$ cat src/verilog/rst_seq_map.svh
// Register offsets, field positions, reset values and timing counts
// Assumes a 50 MHz system clock and 32-bit APB data
`ifndef RST_SEQ_MAP_SVH
`define RST_SEQ_MAP_SVH

// ==========================================================================
// Register map
`define OFS_CTRL_STATUS     12'h000
`define OFS_SEQ_STATUS      12'h004
`define BIT_WARN_IRQ_EN     6
`define BIT_WARN_FLAG       5
`define BIT_UV_RST_FLAG     4
`define BIT_WDG_RST_FLAG    0
`define CTRL_STATUS_RESET   32'h0000_0000

// ==========================================================================
// Reset sequence timing
`define CLK_PERIOD_NS       20
`define SHORT_DELAY_CYC     13'h0100
`define LONG_DELAY_CYC      13'h1000
`define FETCH_CYC           13'h0002
`define RST_OUT_MIN_NS      1000
`define RST_OUT_MIN_CYC     ((`RST_OUT_MIN_NS + `CLK_PERIOD_NS - 1) / `CLK_PERIOD_NS)
`define PIN_GUARD_CYC       3'h4
`define RESET_VECTOR_LO     16'hfffe
`define RESET_VECTOR_HI     16'hffff

// ==========================================================================
// Clock source option codes
`define SRC_EXT_CLOCK       3'h0
`define SRC_RES_FIRST       3'h1
`define SRC_RES_LAST        3'h4
`define SRC_INT_RC          3'h5

`endif

$ cat src/verilog/rst_seq_pkg.sv
// Types shared by the reset sequencer and its surroundings
// Assumes rst_seq_map.svh for all numeric constants except the seq_e state encodings
package rst_seq_pkg;

    typedef enum logic [1:0]
    {
        SEQ_RUN    = 2'b00,
        SEQ_ACTIVE = 2'b01,
        SEQ_DELAY  = 2'b10,
        SEQ_FETCH  = 2'b11
    } seq_e;

    typedef struct packed
    {
        logic        psel;
        logic        penable;
        logic        pwrite;
        logic [11:0] paddr;
        logic [31:0] pwdata;
    } apb_req_s;

    typedef struct packed
    {
        logic [31:0] prdata;
        logic        pready;
        logic        pslverr;
    } apb_rsp_s;

    typedef struct packed
    {
        logic       long_delay;
        logic       uv_en;
        logic [1:0] uv_level;
        logic [2:0] clk_src;
    } option_s;

endpackage

$ cat src/verilog/reset_sequencer.sv
// Reset sequencer with supply integrity control and status, APB slave
// Assumes an APB master on SYS_CLK_I and an open-drain reset pin resolved
// outside; option bits are static after power-on.
//
// Functional notes
// - All sources pull pin; low throughout delay.
// - Fetch start vector from top two bytes.
// - Active, then 256/4096 delay, then fetch.
// - Vector fetch lasts exactly two cycles.
// - Oscillator keeps running throughout reset.
// - Pin low caught without clock.
// - Reset pin is input and open-drain output.
// - Watchdog underflow drives pin for minimum width.
// - Undervoltage holds pin low until released.
// - Undervoltage reset optional, three threshold levels.
// - Warning logic inactive without undervoltage option.
// - Warning flag real time, not writable.
// - Interrupt on every warning flag change.
// - Interrupt needs enable and cleared CPU mask.
// - No warning interrupt for crossing during delay.
// - Enabling below threshold gives an interrupt.
// - Warning wakes from Wait, never from Halt.
// - Integrity register frozen during Halt.
// - Clock source chosen among six options.
// - Enable bit 6, flag bit 5; ack clears.
// - Undervoltage flag set by hardware, cleared by zero.
// - Watchdog flag cleared by zero or undervoltage.
//
// Chosen here: the placing of the registers and the APB register port.
`timescale 1ns/100ps
`include "rst_seq_map.svh"

module reset_sequencer
(
    input  wire logic                  SYS_CLK_I,
    input  wire logic                  RST_I,
    input  wire rst_seq_pkg::apb_req_s APB_REQ_I,
    output rst_seq_pkg::apb_rsp_s      APB_RSP_O,
    input  wire logic                  RST_PIN_I,
    output logic                       RST_PIN_O,
    output logic                       RST_PIN_OE_O,
    input  wire rst_seq_pkg::option_s  OPTIONS_I,
    input  wire logic                  UV_DET_I,
    input  wire logic                  WARN_CMP_I,
    input  wire logic                  WDG_UNDERFLOW_I,
    input  wire logic                  CC_IMASK_I,
    input  wire logic                  WAIT_I,
    input  wire logic                  HALT_I,
    input  wire logic                  IRQ_ACK_I,
    output logic                       CPU_RESET_O,
    output logic                       VEC_FETCH_O,
    output logic [15:0]                VEC_ADDR_O,
    output logic                       WARN_IRQ_O,
    output logic                       WAKE_O,
    output logic                       OSC_RUN_O,
    output logic [5:0]                 CLK_SRC_SEL_O,
    output logic                       UV_DET_EN_O,
    output logic [1:0]                 UV_LEVEL_O
);
    import rst_seq_pkg::*;

    // ======================================================================
    // State
    typedef struct packed
    {
        seq_e        seq;
        logic [12:0] cnt;
        logic        wdg_hold;
        logic [1:0]  pin_sync;
        logic [2:0]  guard;
        logic        drive;
        logic        warn_flag;
        logic        warn_en;
        logic        warn_pend;
        logic        uv_flag;
        logic        wdg_flag;
        apb_rsp_s    rsp;
        logic        cpu_rst;
        logic        vec_fetch;
        logic [15:0] vec_addr;
        logic        irq;
        logic        wake;
        logic        osc_run;
        logic [5:0]  clk_sel;
    } state_s;

    state_s s_q;
    state_s s_d;
    logic   pin_low_q;

    // ======================================================================
    // Functions
    function automatic logic [5:0] src_decode(input logic [2:0] code);
        logic [5:0] sel;
        sel = 6'h00;
        if (code == `SRC_INT_RC)
            sel = 6'h20;
        else if (code >= `SRC_RES_FIRST && code <= `SRC_RES_LAST)
            sel = 6'h01 << code;
        else
            sel = 6'h01;
        return sel;
    endfunction

    function automatic logic addr_hit(input logic [11:0] a, input logic [11:0] ofs);
        return a == ofs;
    endfunction

    // ======================================================================
    // Asynchronous pin capture, then two-stage synchroniser
    always_ff @(posedge SYS_CLK_I or negedge RST_PIN_I)
    begin
        if (!RST_PIN_I)
            pin_low_q <= 1'b1;
        else
            pin_low_q <= 1'b0;
    end

    // ======================================================================
    // Next-state logic
    logic        uv_src;
    logic        wdg_src;
    logic        ext_src;
    logic        in_rst;
    logic        wr_acc;
    logic        rd_acc;
    logic        hit_ctrl;
    logic        hit_stat;
    logic        warn_raw;
    logic        set_pend;
    logic [12:0] dly_last;
    logic [31:0] rdata;

    always_comb
    begin
        s_d = s_q;
        uv_src  = UV_DET_I & OPTIONS_I.uv_en;
        wdg_src = WDG_UNDERFLOW_I;
        // Own drive echoes on the pin; masked until it settles
        ext_src = s_q.pin_sync[1] & ~s_q.drive & (s_q.guard == 3'h0);
        dly_last = OPTIONS_I.long_delay ? (`LONG_DELAY_CYC - 13'h0001)
                                        : (`SHORT_DELAY_CYC - 13'h0001);
        s_d.pin_sync = {s_q.pin_sync[0], pin_low_q};
        s_d.guard    = (s_q.guard != 3'h0) ? s_q.guard - 3'h1 : 3'h0;

        // Sequencer
        case (s_q.seq)
            SEQ_ACTIVE:
            begin
                if (s_q.wdg_hold)
                begin
                    s_d.cnt = s_q.cnt + 13'h0001;
                    if (s_q.cnt == 13'(`RST_OUT_MIN_CYC - 1))
                        s_d.wdg_hold = 1'b0;
                end
                if (!uv_src && !ext_src && !s_d.wdg_hold)
                begin
                    s_d.seq = SEQ_DELAY;
                    s_d.cnt = 13'h0000;
                end
            end
            SEQ_DELAY:
            begin
                s_d.cnt = s_q.cnt + 13'h0001;
                if (s_q.cnt == dly_last)
                begin
                    s_d.seq = SEQ_FETCH;
                    s_d.cnt = 13'h0000;
                end
            end
            SEQ_FETCH:
            begin
                s_d.cnt = s_q.cnt + 13'h0001;
                if (s_q.cnt == `FETCH_CYC - 13'h0001)
                    s_d.seq = SEQ_RUN;
            end
            SEQ_RUN:
            begin
                s_d.cnt = 13'h0000;
            end
            default:
            begin
                s_d.seq = SEQ_ACTIVE;
            end
        endcase

        // Any source (re)starts the active phase
        if (uv_src || wdg_src || (ext_src && s_q.seq != SEQ_ACTIVE))
        begin
            if (s_q.seq != SEQ_ACTIVE || wdg_src)
                s_d.cnt = 13'h0000;
            s_d.seq = SEQ_ACTIVE;
            if (wdg_src)
                s_d.wdg_hold = 1'b1;
        end

        // Fetch outputs follow the next state so reset and fetch abut
        s_d.vec_fetch = (s_d.seq == SEQ_FETCH);
        s_d.vec_addr  = !s_d.vec_fetch ? 16'h0000
                      : (s_d.cnt == 13'h0000) ? `RESET_VECTOR_LO : `RESET_VECTOR_HI;

        // Pin drive: internal sources while active, always during delay
        s_d.drive = (s_d.seq == SEQ_DELAY) ||
                    (s_d.seq == SEQ_ACTIVE && (uv_src || s_d.wdg_hold));
        if (s_q.drive && !s_d.drive)
            s_d.guard = `PIN_GUARD_CYC;
        s_d.cpu_rst = (s_d.seq == SEQ_ACTIVE) || (s_d.seq == SEQ_DELAY);
        in_rst = s_q.seq != SEQ_RUN;

        // Reset source flags, set wins over software clear
        wr_acc   = APB_REQ_I.psel & APB_REQ_I.penable & s_q.rsp.pready & APB_REQ_I.pwrite;
        rd_acc   = APB_REQ_I.psel & APB_REQ_I.penable & ~s_q.rsp.pready & ~APB_REQ_I.pwrite;
        hit_ctrl = addr_hit(APB_REQ_I.paddr, `OFS_CTRL_STATUS);
        hit_stat = addr_hit(APB_REQ_I.paddr, `OFS_SEQ_STATUS);
        if (wr_acc && hit_ctrl && !HALT_I)
        begin
            if (!APB_REQ_I.pwdata[`BIT_UV_RST_FLAG])
                s_d.uv_flag = 1'b0;
            if (!APB_REQ_I.pwdata[`BIT_WDG_RST_FLAG])
                s_d.wdg_flag = 1'b0;
        end
        if (wdg_src)
            s_d.wdg_flag = 1'b1;
        if (uv_src)
        begin
            s_d.uv_flag  = 1'b1;
            s_d.wdg_flag = 1'b0;
        end

        // Supply warning, frozen in Halt
        warn_raw = WARN_CMP_I & OPTIONS_I.uv_en;
        set_pend = 1'b0;
        if (!HALT_I)
        begin
            s_d.warn_flag = warn_raw;
            if (!in_rst && s_q.warn_en && warn_raw != s_q.warn_flag)
                set_pend = 1'b1;
            if (wr_acc && hit_ctrl)
            begin
                s_d.warn_en = APB_REQ_I.pwdata[`BIT_WARN_IRQ_EN] & OPTIONS_I.uv_en;
                if (s_d.warn_en && !s_q.warn_en && s_q.warn_flag)
                    set_pend = 1'b1;
            end
            if (IRQ_ACK_I)
                s_d.warn_pend = 1'b0;
            if (set_pend)
                s_d.warn_pend = 1'b1;
        end
        if (s_d.cpu_rst || !OPTIONS_I.uv_en)
        begin
            s_d.warn_en   = 1'b0;
            s_d.warn_pend = 1'b0;
        end
        s_d.irq  = s_d.warn_pend & s_d.warn_en & ~CC_IMASK_I;
        s_d.wake = s_d.irq & WAIT_I & ~HALT_I;

        // Clock source; oscillator never stopped while in reset
        s_d.clk_sel = src_decode(OPTIONS_I.clk_src);
        s_d.osc_run = s_d.cpu_rst || (s_d.seq != SEQ_RUN) || !HALT_I;

        // APB slave, one wait state
        rdata = 32'h0000_0000;
        if (hit_ctrl)
        begin
            rdata[`BIT_WARN_IRQ_EN]  = s_q.warn_en;
            rdata[`BIT_WARN_FLAG]    = s_q.warn_flag;
            rdata[`BIT_UV_RST_FLAG]  = s_q.uv_flag;
            rdata[`BIT_WDG_RST_FLAG] = s_q.wdg_flag;
        end
        else if (hit_stat)
        begin
            rdata[1:0] = s_q.seq;
            rdata[2]   = OPTIONS_I.long_delay;
            rdata[3]   = OPTIONS_I.uv_en;
            rdata[5:4] = OPTIONS_I.uv_level;
            rdata[8:6] = OPTIONS_I.clk_src;
        end
        s_d.rsp.pready  = APB_REQ_I.psel & APB_REQ_I.penable & ~s_q.rsp.pready;
        s_d.rsp.pslverr = s_d.rsp.pready & ~hit_ctrl & ~hit_stat;
        if (rd_acc)
            s_d.rsp.prdata = rdata;
    end

    // ======================================================================
    // Registers
    always_ff @(posedge SYS_CLK_I)
    begin
        if (RST_I)
        begin
            s_q           <= '0;
            s_q.seq       <= SEQ_ACTIVE;
            s_q.drive     <= 1'b1;
            s_q.cpu_rst   <= 1'b1;
            s_q.osc_run   <= 1'b1;
            s_q.clk_sel   <= 6'h01;
            s_q.uv_flag   <= 1'(`CTRL_STATUS_RESET >> `BIT_UV_RST_FLAG);
        end
        else
        begin
            s_q <= s_d;
        end
    end

    // ======================================================================
    // Outputs
    always_ff @(posedge SYS_CLK_I)
    begin
        if (RST_I)
        begin
            UV_DET_EN_O <= 1'b0;
            UV_LEVEL_O  <= 2'h0;
        end
        else
        begin
            UV_DET_EN_O <= OPTIONS_I.uv_en;
            UV_LEVEL_O  <= OPTIONS_I.uv_level;
        end
    end

    assign APB_RSP_O     = s_q.rsp;
    assign RST_PIN_O     = 1'b0;
    assign RST_PIN_OE_O  = s_q.drive;
    assign CPU_RESET_O   = s_q.cpu_rst;
    assign VEC_FETCH_O   = s_q.vec_fetch;
    assign VEC_ADDR_O    = s_q.vec_addr;
    assign WARN_IRQ_O    = s_q.irq;
    assign WAKE_O        = s_q.wake;
    assign OSC_RUN_O     = s_q.osc_run;
    assign CLK_SRC_SEL_O = s_q.clk_sel;

    // ======================================================================
    // Checks
    chk_delay_drive: assert property (@(posedge SYS_CLK_I) disable iff (RST_I)
        (s_q.seq == SEQ_DELAY) |-> RST_PIN_OE_O)
        else $error("reset pin released during delay");

    chk_fetch_pair: assert property (@(posedge SYS_CLK_I) disable iff (RST_I)
        $rose(VEC_FETCH_O) |-> (VEC_ADDR_O == 16'hfffe) ##1
        (VEC_FETCH_O && VEC_ADDR_O == 16'hffff) ##1 !VEC_FETCH_O)
        else $error("vector fetch not two cycles at top");

    chk_short_delay: assert property (@(posedge SYS_CLK_I) disable iff (RST_I)
        (s_q.seq == SEQ_DELAY && s_q.cnt == 13'h00ff && !OPTIONS_I.long_delay
         && !UV_DET_I && !WDG_UNDERFLOW_I) |=> (s_q.seq == SEQ_FETCH))
        else $error("short delay did not end at 256 cycles");

    chk_wdg_width: assert property (@(posedge SYS_CLK_I) disable iff (RST_I)
        WDG_UNDERFLOW_I |=> RST_PIN_OE_O [*8])
        else $error("watchdog reset pulse too short");

    chk_uv_hold: assert property (@(posedge SYS_CLK_I) disable iff (RST_I)
        (UV_DET_I && OPTIONS_I.uv_en) |=> (RST_PIN_OE_O && CPU_RESET_O))
        else $error("undervoltage did not hold reset pin");

    chk_flag_follow: assert property (@(posedge SYS_CLK_I) disable iff (RST_I)
        !HALT_I |=> (s_q.warn_flag == $past(WARN_CMP_I && OPTIONS_I.uv_en)))
        else $error("warning flag not tracking comparator");

    chk_irq_gate: assert property (@(posedge SYS_CLK_I) disable iff (RST_I)
        WARN_IRQ_O |-> (!$past(CC_IMASK_I) && s_q.warn_en))
        else $error("interrupt raised while masked or disabled");

    chk_no_rst_irq: assert property (@(posedge SYS_CLK_I) disable iff (RST_I)
        (s_q.seq != SEQ_RUN) |=> !s_q.warn_pend && !s_q.warn_en)
        else $error("warning pending during reset");

    chk_halt_freeze: assert property (@(posedge SYS_CLK_I) disable iff (RST_I)
        (HALT_I && s_q.seq == SEQ_RUN) ##1 (s_q.seq == SEQ_RUN)
        |-> $stable(s_q.warn_en) && $stable(s_q.warn_flag))
        else $error("integrity register changed in halt");

    chk_uv_flag: assert property (@(posedge SYS_CLK_I) disable iff (RST_I)
        (UV_DET_I && OPTIONS_I.uv_en) |=> (s_q.uv_flag && !s_q.wdg_flag))
        else $error("undervoltage reset flags wrong");

endmodule

$ cat config.mk
export PLATFORM = sky130hd
export DESIGN_NAME = reset_sequencer
export DESIGN_NICKNAME = d
export VERILOG_FILES = /design/src/verilog/rst_seq_pkg.sv /design/src/verilog/reset_sequencer.sv
export VERILOG_INCLUDE_DIRS = /design/src /design/src/verilog
export SDC_FILE = /design/constraint.sdc
export NUM_CORES = 1
export LEC_CHECK = 0
export BUFFER_PORTS_ARGS = -buffer_cell sky130_fd_sc_hd__buf_2
export CAP_MARGIN = 20
export CORE_MARGIN = 1
export CORE_UTILIZATION = 41
export DETAILED_ROUTE_END_ITERATION = 16
export PLACE_DENSITY = 0.73
export REMOVE_ABC_BUFFERS = 1
export SYNTH_ARGS = -nofsm -noshare
export SYNTH_HDL_FRONTEND = slang
export SYNTH_SLANG_ARGS = --single-unit
export TNS_END_PERCENT = 1
$ cat constraint.sdc
create_clock -name SYS_CLK_I -period 2.9 [get_ports SYS_CLK_I]
set_input_delay 0.58 -clock SYS_CLK_I [delete_from_list [all_inputs] [get_ports SYS_CLK_I]]
set_output_delay 0.58 -clock SYS_CLK_I [all_outputs]
set_load 0.02 [all_outputs]
==> metrics list, run 1 <==
- In this run the worst path has a maximum fanout of 6.
- Most common library cells after synthesis: 57 x sky130_fd_sc_hd__buf_4, 54 x sky130_fd_sc_hd__dfxtp_1, 34 x sky130_fd_sc_hd__nor2_1, 25 x sky130_fd_sc_hd__a21oi_1, 21 x sky130_fd_sc_hd__nand2_1
- Hold Path Class: input port to asynchronous set/reset pin
* Maximum vdd drop: 0.1929 mV
- In this run the mean area of a mapped cell was around 8.4 um2.
- The smallest clock period supported by the final layout is computed as ~2.7 ns.
- Die span in x: 89.10 um
- The most common cell in the synthesized netlist is sky130_fd_sc_hd__buf_4.
- After the first detailed-routing iteration, the DRC count stood at roughly 220.
- Area enclosed by the die boundary: ~7900 um2
* Routability-driven placement congestion ratio: 0.8621
- Largest net degree at the start of global routing: 38
- Drt first pass iters: 5
- OpenSTA, run right after detailed placement, puts the worst setup slack at -0.01243 ns.
- Net switching fraction of the power: roughly 30%
- Buffers placed on the I/O ports in this run total 76.
- After floorplanning, the core was sized to cover 7292 um2.
* Number of diodes: 0
* Startpoint class of the critical path: flop
* Number of inserted filler cells in the final layout: between 700 and 800
- CTS tree: built
* Final total power: approximately 1600 uW
- Post-synth top area share: 34.75%
- Power spread over the standard cell area amounts to 440.7 nW/um2.
- For the worst setup path, the data arrival time is 2.93 ns.
- Initial standard-cell utilization of the core: 42.66%
- Residual overflow from global routing: 0
* Slew margin rel.: 59.40%
- Number of global-route vias before repair: 2433
- The internal power of the cells totals between 1000 and 1500 uW.
- After detailed routing, the average wire length per cell comes to approximately 13 um.
- Using the TritonRoute via totals, the vias-per-cell ratio works out to 5.030.
- The cell count after synthesis came out at 370.
- The number of hold violations in the final report came to 0.
- Number of synthesized flops with an enable pin: 0
- At the pin with the least slew margin, the transition time is 0.6084 ns.
- Final Worst Setup Slack: around 0.18 ns
- Final Cycle Share: between 90% and 100%
- Final layout net count: a little over 500
* Largest cells by area after synthesis: sky130_fd_sc_hd__dfxtp_1 35%, sky130_fd_sc_hd__buf_4 14%, sky130_fd_sc_hd__nor2_1 4.1%
* Cts bufs inserted: 5
- Net switching power figure: around 470 uW
* Clock root buffer: sky130_fd_sc_hd__clkbuf_8
- Setup violations remaining at the end of the flow were counted as 0.
- Post-synthesis async set-or-reset flop share: under 10%
- STA puts the critical path data required time at between 3 and 4 ns.
- After synthesis the netlist holds a flip-flop and latch count of 55.
- Class of the most critical setup path: flop to flop
- Final routed DRC violation total: 0
- Across the routed clock network, the largest skew measured is between 0.015 and 0.02 ns.
- The initial antenna violation count was 0.
* Reg power frac: 51.0%
- The largest total area in the synthesized netlist belongs to sky130_fd_sc_hd__dfxtp_1.
- Number of rows in the core area: 31
- The tool flagged a number of max-cap violations equal to 0.
* Clock share of power: between 30% and 40%
- Pin placement for this block handled 130 I/O pins.
- Antenna Violating Nets Remaining: 0
- Summing over every cut layer, the via total after detailed routing is 2686.
- Maximum clock frequency: about 370 MHz
- Synth Cell Area: 3110 um2
- Counting both buffers and inverters, the worst setup path holds a total of 3.
- On the critical path, the stage with the largest delay is an instance of sky130_fd_sc_hd__o41a_1.
- After detailed routing, the total wire length is roughly 7000 um.
* Number of H-tree levels: 2
* Post-detail-place hpwl: around 5300 um
* Most used DFF post-synth: sky130_fd_sc_hd__dfxtp_1
- Endpoint of the lowest-slack register-to-register path: VEC_ADDR_O[0]
- Share of final-layout standard cells stronger than drive strength 1: a little under a third
* Synth-to-layout area growth: 14.12%
- Clock input transition at the sequential cells of the worst setup and hold paths: around 0.11 ns
* Slack of the worst reg-to-reg path: approximately 0.18 ns
* Worst stage delay on the critical path: about 0.44 ns
- Counting along the longest clock path gives a buffer depth of 2.
- Ordered cell list for the critical path: inv_1 -> ha_1 -> ha_1 -> and3b_1 -> or2_2 -> buf_4 -> o211ai_1 -> buf_4 -> nand2_4 -> a221oi_2 -> a31oi_1 -> o41a_1
* Ys Warns: 0
- Max-slew violations: 0
- Setup repair after global routing left no endpoint under its margin.
* Number of distinct library cell variants in the gate-level netlist after synthesis: 57
* Launch instance of the worst register-to-register path: s_q[67]
- Share of power burned in combinational logic: a little under a fifth
- At the later pin of the worst-skew pair, clock insertion delay measures around 0.32 ns.
- The die is between 80 and 90 um tall.
- Leakage power summed over all cells: between 0.0015 and 0.002 uW
- Clock Sink Count: 55
* Number of cells on the worst reg-to-reg path: 12
- Global routing used 17.98% of the available tracks.
* Crit-path leading delay family: compound AO/OA/AOI/OAI gates
* First-pass GRT wire length: ~11000 um
- Fraction of the yosys area taken by sequential cells: between 30 and 40%
- The flow ran to the end, and the final reports show no timing, DRC or antenna violations.
* CP Capture Type: flop
==> state kept, by name, indices dropped and copies added (netlist names) <==
| signal | cells |
|---|---|
| APB_RSP_O | 11 |
| CLK_SRC_SEL_O | 6 |
| CPU_RESET_O | 1 |
| OSC_RUN_O | 1 |
| RST_PIN_OE_O | 1 |
| UV_DET_EN_O | 1 |
| UV_LEVEL_O | 2 |
| VEC_ADDR_O | 2 |
| VEC_FETCH_O | 1 |
| WAKE_O | 1 |
| WARN_IRQ_O | 1 |
| pin_low_q | 1 |
| s_d | 1 |
| s_q | 25 |
==> through the flow <==
| step | area [um2] | util, % | setup TNS (ns) | hold slack (ns) | cells |
|---|---|---|---|---|---|
| floorplan | 2725 | - | 0 | 0.3986 | 326 |
| detailed placement | 3417 | 46.86 | -0.01243 | 0.4178 | 526 |
| global route | 3550 | 48.68 | 0 | 0.1586 | 534 |
| finish | 3550 | 48.68 | 0 | 0.1763 | 534 |
| CTS | 3526 | 48.35 | 0 | 0.1714 | 534 |
| global placement | 3417 | 46.86 | 0 | 0.4078 | 526 |
==> placed cells by master, fill, tap and decap left out, types with 5 or more instances in the layout <==
cell type | Yosys | layout
sky130_fd_sc_hd__buf_2 | 5 | 76
sky130_fd_sc_hd__dfxtp_1 | 54 | 53
sky130_fd_sc_hd__nor2_1 | 34 | 33
sky130_fd_sc_hd__conb_1 | 1 | 25
sky130_fd_sc_hd__buf_4 | 57 | 25
sky130_fd_sc_hd__a21oi_1 | 25 | 24
sky130_fd_sc_hd__nand2_1 | 21 | 21
sky130_fd_sc_hd__o21ai_0 | 18 | 18
sky130_fd_sc_hd__inv_1 | 14 | 13
sky130_fd_sc_hd__nand2b_1 | 11 | 11
sky130_fd_sc_hd__nand3_1 | 10 | 10
sky130_fd_sc_hd__ha_1 | 9 | 9
sky130_fd_sc_hd__nor4_1 | 8 | 8
sky130_fd_sc_hd__nor2b_1 | 8 | 8
sky130_fd_sc_hd__nor3_1 | 8 | 8
sky130_fd_sc_hd__a22oi_1 | 6 | 6
sky130_fd_sc_hd__clkbuf_8 | 0 | 6
sky130_fd_sc_hd__or2_2 | 5 | 5
==> timing repair <==
item / in CTS / in global routing
pin swaps: 0 / 1
setup endpoints to repair: 1 / 3
hold buffers: 0 / 0
buffers inserted: 0 / 0
gates resized for setup: 2 / 6
==> power groups by stage <==
stage / registers, uW / logic (uW) / clock network [uW]
after floorplan: 841 / 139 / 0
after global placement: 813 / 277 / 0
after detailed placement: 815 / 281 / 0
after CTS: 797 / 283 / 480
after global routing: 802 / 318 / 514
final: 799 / 287 / 478
==> logic make-up after synthesis <==
| family | after synthesis | synth area share, % |
|---|---|---|
| other cells | 1 | 0.1206 |
| xor+xnor | 3 | 0.8449 |
| compound gates | 74 | 15.45 |
| simple gates | 138 | 24.54 |
| buf+inv | 82 | 16.97 |
| mux | 8 | 2.856 |
| fa+ha+maj | 9 | 3.620 |
| flops | 55 | 35.60 |
==> layer usage <==
metal / global-route usage (%) / wire length [um]
met3: 2.770 / 355
met2: 30.60 / 3465
met1: 22.75 / 3068
met5: 0 / 0
met4: 7.359 / 131
==> how the worst max path moves through the flow <==
| stage | from | end | slack, ns | cells after the start |
|---|---|---|---|---|
| after detailed placement | s_q[67] | WAKE_O | -0.01 | 13 |
| after CTS | s_q[67] | WAKE_O | 0.05 | 13 |
| after global routing | s_q[67] | WARN_IRQ_O | 0.03 | 13 |
| final | s_q[67] | VEC_ADDR_O[0] | 0.18 | 12 |
| after floorplan | s_q[67] | WAKE_O | 0.11 | 13 |
| after global placement | s_q[67] | WAKE_O | 0.07 | 13 |
==> worst reg2reg max path, cell delays in order, from the launching register on <==
cell and delay [ns]:
sky130_fd_sc_hd__dfxtp_2 0.34, sky130_fd_sc_hd__inv_1 0.04, sky130_fd_sc_hd__ha_1 0.20, sky130_fd_sc_hd__ha_1 0.19, sky130_fd_sc_hd__and3b_1 0.18, sky130_fd_sc_hd__or2_2 0.31, sky130_fd_sc_hd__buf_4 0.16, sky130_fd_sc_hd__o211ai_1 0.18
sky130_fd_sc_hd__buf_4 0.18, sky130_fd_sc_hd__nand2_4 0.08, sky130_fd_sc_hd__a221oi_2 0.22, sky130_fd_sc_hd__a31oi_1 0.11, sky130_fd_sc_hd__o41a_1 0.44
==> final cells by class <==
cell class,count,area (um2),area share [%]
multi-input combinational,257,1597,44.98
sequential,55,1109,31.23
timing repair buffer,101,568.0,16.00
tap,99,123.9,3.490
clock buffer,6,82.58,2.326
inverter,14,52.55,1.480
clock inverter,2,17.52,0.4935
Power figures use the tool's default switching activity.
==> inputs of run 2 (changes only) <==
--- a/config.mk
+++ b/config.mk
@@ -11,6 +11,7 @@
 export CORE_MARGIN = 1
 export CORE_UTILIZATION = 41
 export DETAILED_ROUTE_END_ITERATION = 16
+export MAX_ROUTING_LAYER = met4
 export PLACE_DENSITY = 0.73
 export REMOVE_ABC_BUFFERS = 1
 export SYNTH_ARGS = -nofsm -noshare
==> run 2 against run 1 <==
Against the previous run:
- wire length barely moved
- non-clock buffer count did not move
- flip-flop and latch count did not move
- combinational power barely moved
- cell area did not move
- global-route usage rose by 0.44 points
- final cell count did not move
- sequential power barely moved
- count of clock-buffer cells in the layout did not move
- largest cell class unchanged
- largest power group unchanged
- highest routed layer unchanged
==> metrics list, run 2 (same netlist as run 1, synthesis figures left out) <==
- Post-Place Worst Slack: -0.01243 ns (unchanged)
- Final layout net count: 507 (unchanged)
- The combined global-route utilization of all metal layers is 18.41% (+0.44 points).
- The H-tree depth reported by CTS was 2 (unchanged).
- Sequential cell area in the final layout: 1109 um2 (unchanged)
- The count of nets left with antenna violations after detail routing was 0 (unchanged).
* Startpoint class of the critical path: flop
- The routed wire length is 7024 um (about the same).
- The I/O pin count was 130 (unchanged).
- Hold Path Class: input port to asynchronous set/reset pin
- Vertical die dimension: 89.10 um (unchanged)
* Most common library cell in the layout ignoring fill and taps: sky130_fd_sc_hd__buf_2
- First-pass GRT wire length: 11060 um (-0.68%)
* Number of rows in the core area: 31 (unchanged)
* Setup repair after global routing missed its margin: no
- Required @ worst endpoint: 3.11 ns (about the same)
- The least setup slack across all paths after layout is 0.1785 ns (-0.003942 ns).
* Largest reg by FF count: s_q
- Die span in x: 89.10 um (unchanged)
- The starting density of the core was 42.66% (unchanged).
* Worst stage delay on the critical path: 0.44 ns (about the same)
* Max Fanout on Critical Path: 6 (unchanged)
- Highest-count cells in the layout ignoring fill and taps: 76 x sky130_fd_sc_hd__buf_2, 53 x sky130_fd_sc_hd__dfxtp_1, 33 x sky130_fd_sc_hd__nor2_1, 25 x sky130_fd_sc_hd__conb_1, 25 x sky130_fd_sc_hd__buf_4
- The number of buffer and inverter stages on the critical path is 3 (unchanged).
- The total grt overflow came to 0 (unchanged).
* Clock Latency Late Sink: 0.32 ns (about the same)
* Area of the multi-input gates: 1597 um2 (unchanged)
- The cell family contributing the most delay on the critical path is compound AO/OA/AOI/OAI gates.
- Final cell utilization of the core: 48.68% (unchanged)
* Core outline area: 7292 um2 (unchanged)
* Largest net degree at the start of global routing: 38 (unchanged)
* Clock Sink Count: 55 (unchanged)
* CP Capture Type: flop
- Post-DR wirelength/cell: 13.15 um (about the same)
- CTS tree: built
* Slew at the pin closest to its max-slew limit: 0.6299 ns (+0.02150 ns)
- Share of final-layout standard cells stronger than drive strength 1: 31.72% (unchanged)
* Number of hold-slack violations in the final timing report: 0 (unchanged)
- The final number of max-transition violations came to 0 (unchanged).
* Worst path arrival time: 2.93 ns (about the same)
- The initial antenna violation count is 0 (unchanged).
- Via count of the routed design: 2716 (+1.1%)
- Via density per instance: 5.086 (+1.1%)
- Maximum clock frequency: 367.4 MHz (-0.14%)
- Final routed DRC violation total: 0 (unchanged)
* Number of global-route vias before repair: 2446 (+0.53%)
* Post-detail-place hpwl: 5320 um (unchanged)
* Class of the most critical setup path: flop to flop
- In this run the clock root is driven by a sky130_fd_sc_hd__clkbuf_8.
* Result of the run: completed
- Worst Clk Skew: 0.01607 ns (-0.0002702 ns)
- Synth-to-layout area growth: 14.12% (unchanged)
* Number of inserted filler cells in the final layout: 724 (unchanged)
* Largest register FFs: 25 (unchanged)
* Buffers added on ports: 76 (unchanged)
* Ratio of total power to cell area: 439.9 nW/um2 (-0.19%)
* Clock period minus final worst setup slack: 2.721 ns (+0.003942 ns)
- Worst hold slack: 0.1763 ns (+0.000005000 ns)
* Cts bufs inserted: 5 (unchanged)
- The max-capacitance violation count is 0 (unchanged).
* Number of DRC markers in iteration 0: 259 (+17%)
* Area enclosed by the die boundary: 7939 um2 (unchanged)
* Final total power: 1561 uW (-0.19%)
- The signal on the critical path passes through inv_1 -> ha_1 -> ha_1 -> and3b_1 -> or2_2 -> buf_4 -> o211ai_1 -> buf_4 -> nand2_4 -> a221oi_2 -> a31oi_1 -> o41a_1.
* Clock input transition at the sequential cells of the worst setup and hold paths: 0.11 ns (about the same)
* Number of endpoints failing setup at the final stage: 0 (unchanged)
* Clock buffer depth: 2 (unchanged)
- The worst max-slew margin expressed relative to the limit came to 57.96% (-1.4 points).
- Library cell contributing the largest single delay on the critical path: sky130_fd_sc_hd__o41a_1
* Leakage power summed over all cells: 0.001588 uW (unchanged)
* Maximum vdd drop: 0.1933 mV (+0.17%)
- Slack of the worst reg-to-reg path: 0.18 ns (about the same)
* Number of diodes: 0 (unchanged)
* Final Cycle Share: 93.84% (+0.14 points)
- Drt first pass iters: 5 (unchanged)
* Routability-driven placement congestion ratio: 0.8761 (+1.6%)
-- run 2: power by group --
part / total [uW] / switching (uW) / internal, uW
Clock: 475 / 274 / 201
Combinational: 288 / 177 / 111
Sequential: 799 / 17.5 / 781
Total: 1560 / 468 / 1090
-- run 2: worst register-to-register path, stage by stage, from the launching register on --
cell                       delay [ns]
sky130_fd_sc_hd__dfxtp_2         0.34
sky130_fd_sc_hd__inv_1           0.04
sky130_fd_sc_hd__ha_1            0.20
sky130_fd_sc_hd__ha_1            0.19
sky130_fd_sc_hd__and3b_1         0.18
sky130_fd_sc_hd__or2_2           0.31
sky130_fd_sc_hd__buf_4           0.16
sky130_fd_sc_hd__o211ai_1        0.18
sky130_fd_sc_hd__buf_4           0.18
sky130_fd_sc_hd__nand2_4         0.08
sky130_fd_sc_hd__a221oi_2        0.22
sky130_fd_sc_hd__a31oi_1         0.11
sky130_fd_sc_hd__o41a_1          0.44
-- run 2: worst paths after layout --
path,start,end,cells after the start
max in group asynchronous,RST_PIN_I,pin_low_q,1
setup reg to reg,s_q[67],VEC_ADDR_O[0],12
setup / recovery,s_q[67],VEC_ADDR_O[0],12
hold reg to reg,s_q[67],s_q[67],1
hold / removal,RST_PIN_I,pin_low_q,1
min in group SYS_CLK_I,s_q[67],s_q[67],1
-- run 2: timing repair --
action / in CTS / in global routing
resized for setup: 2 / 6
hold buffers: 0 / 0
setup buffers: 0 / 0
pin swaps: 0 / 1
setup endpoints to repair: 1 / 3
-- run 2: area by class of cell --
type                            instances  share of cell area (%)
Multi-Input combinational cell        257                   44.98
Sequential cell                        55                   31.23
Timing Repair Buffer                  101                   16.00
Tap cell                               99                   3.490
Clock buffer                            6                   2.326
Inverter                               14                   1.480
Clock inverter                          2                  0.4935
-- run 2: per-stage QoR --
step	instances	cell area, um2	setup TNS, ns
floorplan	326	2725	0
global placement	526	3417	0
detailed placement	526	3417	-0.01243
CTS	534	3526	0
global route	534	3550	0
finish	534	3550	0
-- run 2: layer usage --
layer  share of wire [%]  GRT usage [%]  wire, um
met5                   0              -         0
met4                 1.8          7.359       125
met3                 4.1          2.770       291
met2                  50          31.02      3541
met1                  44          22.06      3065
==> inputs of run 3 (changes only) <==
--- a/config.mk
+++ b/config.mk
@@ -13,7 +13,6 @@
 export DETAILED_ROUTE_END_ITERATION = 16
 export MAX_ROUTING_LAYER = met4
 export PLACE_DENSITY = 0.73
-export REMOVE_ABC_BUFFERS = 1
 export SYNTH_ARGS = -nofsm -noshare
 export SYNTH_HDL_FRONTEND = slang
 export SYNTH_SLANG_ARGS = --single-unit
==> run 3 against run 2 <==
Against the previous run:
- combinational power up 5%
- clock skew about the same
- setup slack got worse by 0.023 ns
- largest power group unchanged
- hold slack gained 0.0047 ns
- count of clock-buffer cells in the layout shrank 1
- via count increased by 2.3%
- sequential share of layout area shrank 0.44 points
- cell area rose by 1.4%
- core utilization grew 0.70 points
==> metrics list, run 3 (same netlist as run 1, synthesis figures left out) <==
- Number of post-CTS setup repair buffers: 0 (unchanged)
- The data arrival time of the critical path came to 2.98 ns (+0.05 ns).
* Ordered cell list for the critical path: inv_1 -> ha_1 -> ha_2 -> and3b_1 -> or2_2 -> a21oi_4 -> o21ai_0 -> o21ai_0 -> nand2_1 -> inv_2 -> ha_1 -> or3_4 -> nor4_4
- Antenna Violating Nets Remaining: 0 (unchanged)
- The first-pass detailed-route iteration total came to 5 (unchanged).
* Area of the multi-input gates: 1607 um2 (+0.63%)
- The number of antenna repair diodes was 0 (unchanged).
- The slew at the pin closest to its max-slew limit is 0.6147 ns (-0.01519 ns).
- Highest-count cells in the layout ignoring fill and taps: 76 x sky130_fd_sc_hd__buf_2, 53 x sky130_fd_sc_hd__dfxtp_1, 33 x sky130_fd_sc_hd__nor2_1, 31 x sky130_fd_sc_hd__buf_4, 25 x sky130_fd_sc_hd__conb_1
- The area of all sequential standard cells is 1109 um2 (unchanged).
- Maximum vdd drop: 0.3183 mV (+65%)
- Number of inserted filler cells in the final layout: 723 (-0.14%)
- Number of DRC markers in iteration 0: 194 (-25%)
- The die area came to 7939 um2 (unchanged).
- The sum of net half-perimeters after detailed placement came to 5403 um (+1.6%).
- Class of the most critical setup path: flop to flop
- CTS tree: built
* Max-slew violations: 0 (unchanged)
* Largest register FFs: 25 (unchanged)
* Final-layout setup total negative slack: 0 ns (unchanged)
- Count of hold-fix buffers inserted at cts: 0 (unchanged)
- The number of buffers between clock root and the deepest sink came to 2 (unchanged).
- Initial standard-cell utilization of the core: 42.66% (unchanged)
- Startpoint class of the critical path: flop
- Number of endpoints failing setup at the final stage: 0 (unchanged)
- The clock insertion delay at the later pin of the skew report came to 0.32 ns (about the same).
- Hold Path Class: input port to asynchronous set/reset pin
* Via density per instance: 5.146 (+1.2%)
* Core outline area: 7292 um2 (unchanged)
- The flow ran to the end, and the final reports show no timing, DRC or antenna violations.
* Ratio of total power to cell area: 432.7 nW/um2 (-1.6%)
- Share of power burned in combinational logic: 19.3% (+0.9 points)
- Largest reg by FF count: s_q
* Final routed DRC violation total: 0 (unchanged)
* Leakage power summed over all cells: 0.001621 uW (+2.1%)
* Clock input transition at the sequential cells of the worst setup and hold paths: 0.11 ns (about the same)
- The H-tree depth reported by CTS was 2 (unchanged).
* Synth-to-layout area growth: 15.77%
* Worst Clk Skew: 0.01642 ns (+0.0003486 ns)
* Required @ worst endpoint: 3.14 ns (+0.03 ns)
- Net switching fraction of the power: 30.68% (+0.68 points)
- Clock tree synthesis selected as its root buffer the cell sky130_fd_sc_hd__clkbuf_8.
- Worst stage delay on the critical path: 0.40 ns (-0.04 ns)
- Clock period minus final worst setup slack: 2.745 ns (+0.02326 ns)
- The maximum number of pins on one net before global-route repair was 38 (unchanged).
- The fmax came to 364.3 MHz (-0.85%).
- Residual overflow from global routing: 0 (unchanged)
- The final cycle utilization of the critical path is 94.65% (+0.80 points).
- The die span in x is 89.10 um (unchanged).
- Vertical die dimension: 89.10 um (unchanged)
- Final total power: 1558 uW (-0.22%)
- The number of buffers inserted during clock tree synthesis came to 5 (unchanged).
- The number of hold violations in the final report was 0 (unchanged).
- Internal Dissipation: 1080 uW (-1.2%)
* Via count of the routed design: 2779 (+2.3%)
* Post-DR wirelength/cell: 12.89 um (-2.0%)
* Slew margin rel.: 58.98% (+1.0 points)
- Setup repair after global routing left no endpoint under its margin.
- The combined global-route utilization of all metal layers was 18.93% (+0.51 points).
* Count of boundary I/O pins: 130 (unchanged)
- The library cell used most frequently in the layout, excluding fill and tap cells, is sky130_fd_sc_hd__buf_2.
* Antenna violations before repair: 0 (unchanged)
- The sink count of the clock tree came to 55 (unchanged).
- Final layout net count: 513 (+1.2%)
* Buffers added on ports: 76 (unchanged)
- Number of global-route vias before repair: 2478 (+1.3%)
- Clock share of power: 29.6% (-0.8 points)
* Library cell contributing the largest single delay on the critical path: sky130_fd_sc_hd__or3_4
- The fraction of layout instances using a drive strength above 1 is 32.88% (+1.2 points).
- Routability-driven placement congestion ratio: 0.9306 (+6.2%)
- # Max-Cap Violations: 0 (unchanged)
- Wire length after detailed routing: 6959 um (-0.93%)
- Net switching power figure: 477.9 uW (+2.1%)
- Number of rows in the core area: 31 (unchanged)
* CP Capture Type: flop
- The global-route wire length before repair came to 11250 um (+1.7%).
- Max Fanout on Critical Path: 4 (-2)
- Reg power frac: 51.1% (about the same)
## run 3: cell count changes in the layout (fill, tap and decap cells not counted), sizes merged
cell and delta:
buf +6, clkbuf -1, clkinvlp +1
## run 3: metrics by stage
stage | setup slack (ns) | hold WS, ns | cell area, um2 | instances | utilization, %
2_1_floorplan | 0.1112 | 0.3986 | 3201 | 394 | -
3_3_place_gp | 0.08861 | 0.4086 | 3462 | 532 | 47.48
3_5_place_dp | 0.02587 | 0.4158 | 3462 | 532 | 47.48
4_1_cts | 0.06292 | 0.1704 | 3562 | 540 | 48.85
5_1_grt | 0.006776 | 0.1812 | 3601 | 540 | 49.38
6_report | 0.1553 | 0.1809 | 3601 | 540 | 49.38
## run 3: final cells by class
type                            count  area share [%]
Clock buffer                        5           1.911
Clock inverter                      3          0.7644
Inverter                           14           1.459
Multi-Input combinational cell    257           44.61
Sequential cell                    55           30.79
Tap cell                           99           3.440
Timing Repair Buffer              107           17.03
## run 3: worst max-delay path, delay by kind of cell, from the launching register on
kind | cells | cell delay (ns)
adders and majority gates | 3 | 0.63
DFF | 1 | 0.34
buffers and inverters | 2 | 0.12
and+or+nand+nor | 5 | 1.27
AOI/OAI and AO/OA | 3 | 0.31
## run 3: worst paths after layout
path	start	endpoint	slack, ns	cells after the start
worst max-delay path	s_q[67]	WAKE_O	0.16	13
worst min-delay path	RST_PIN_I	pin_low_q	0.18	1
worst max register to register	s_q[67]	WAKE_O	0.16	13
worst min register to register	s_q[67]	s_q[67]	0.41	1
max in group asynchronous	RST_PIN_I	pin_low_q	2.70	1
min in group SYS_CLK_I	s_q[67]	s_q[67]	0.41	1
## run 3: power by group through the flow
| stage | Combinational (uW) | Sequential [uW] | Clock (uW) |
|---|---|---|---|
| final | 301 | 796 | 461 |
| after detailed placement | 293 | 813 | 0 |
| after global routing | 334 | 801 | 496 |
| after floorplan | 216 | 817 | 0 |
| after CTS | 296 | 796 | 473 |
| after global placement | 287 | 812 | 0 |
## run 3: layer usage
metal | vias to the layer above | GRT usage [%] | wire length (um)
met4 | 0 | 6.926 | 110
met1 | 1303 | 22.90 | 3019
met2 | 118 | 31.51 | 3444
met5 | - | - | 0
met3 | 12 | 3.416 | 385
li1 | 1346 | - | -
## run 3: repair_timing
item | CTS | global route
endpoints found under the setup margin | 1 | 3
pin swaps | 0 | 2
resized for setup | 1 | 9
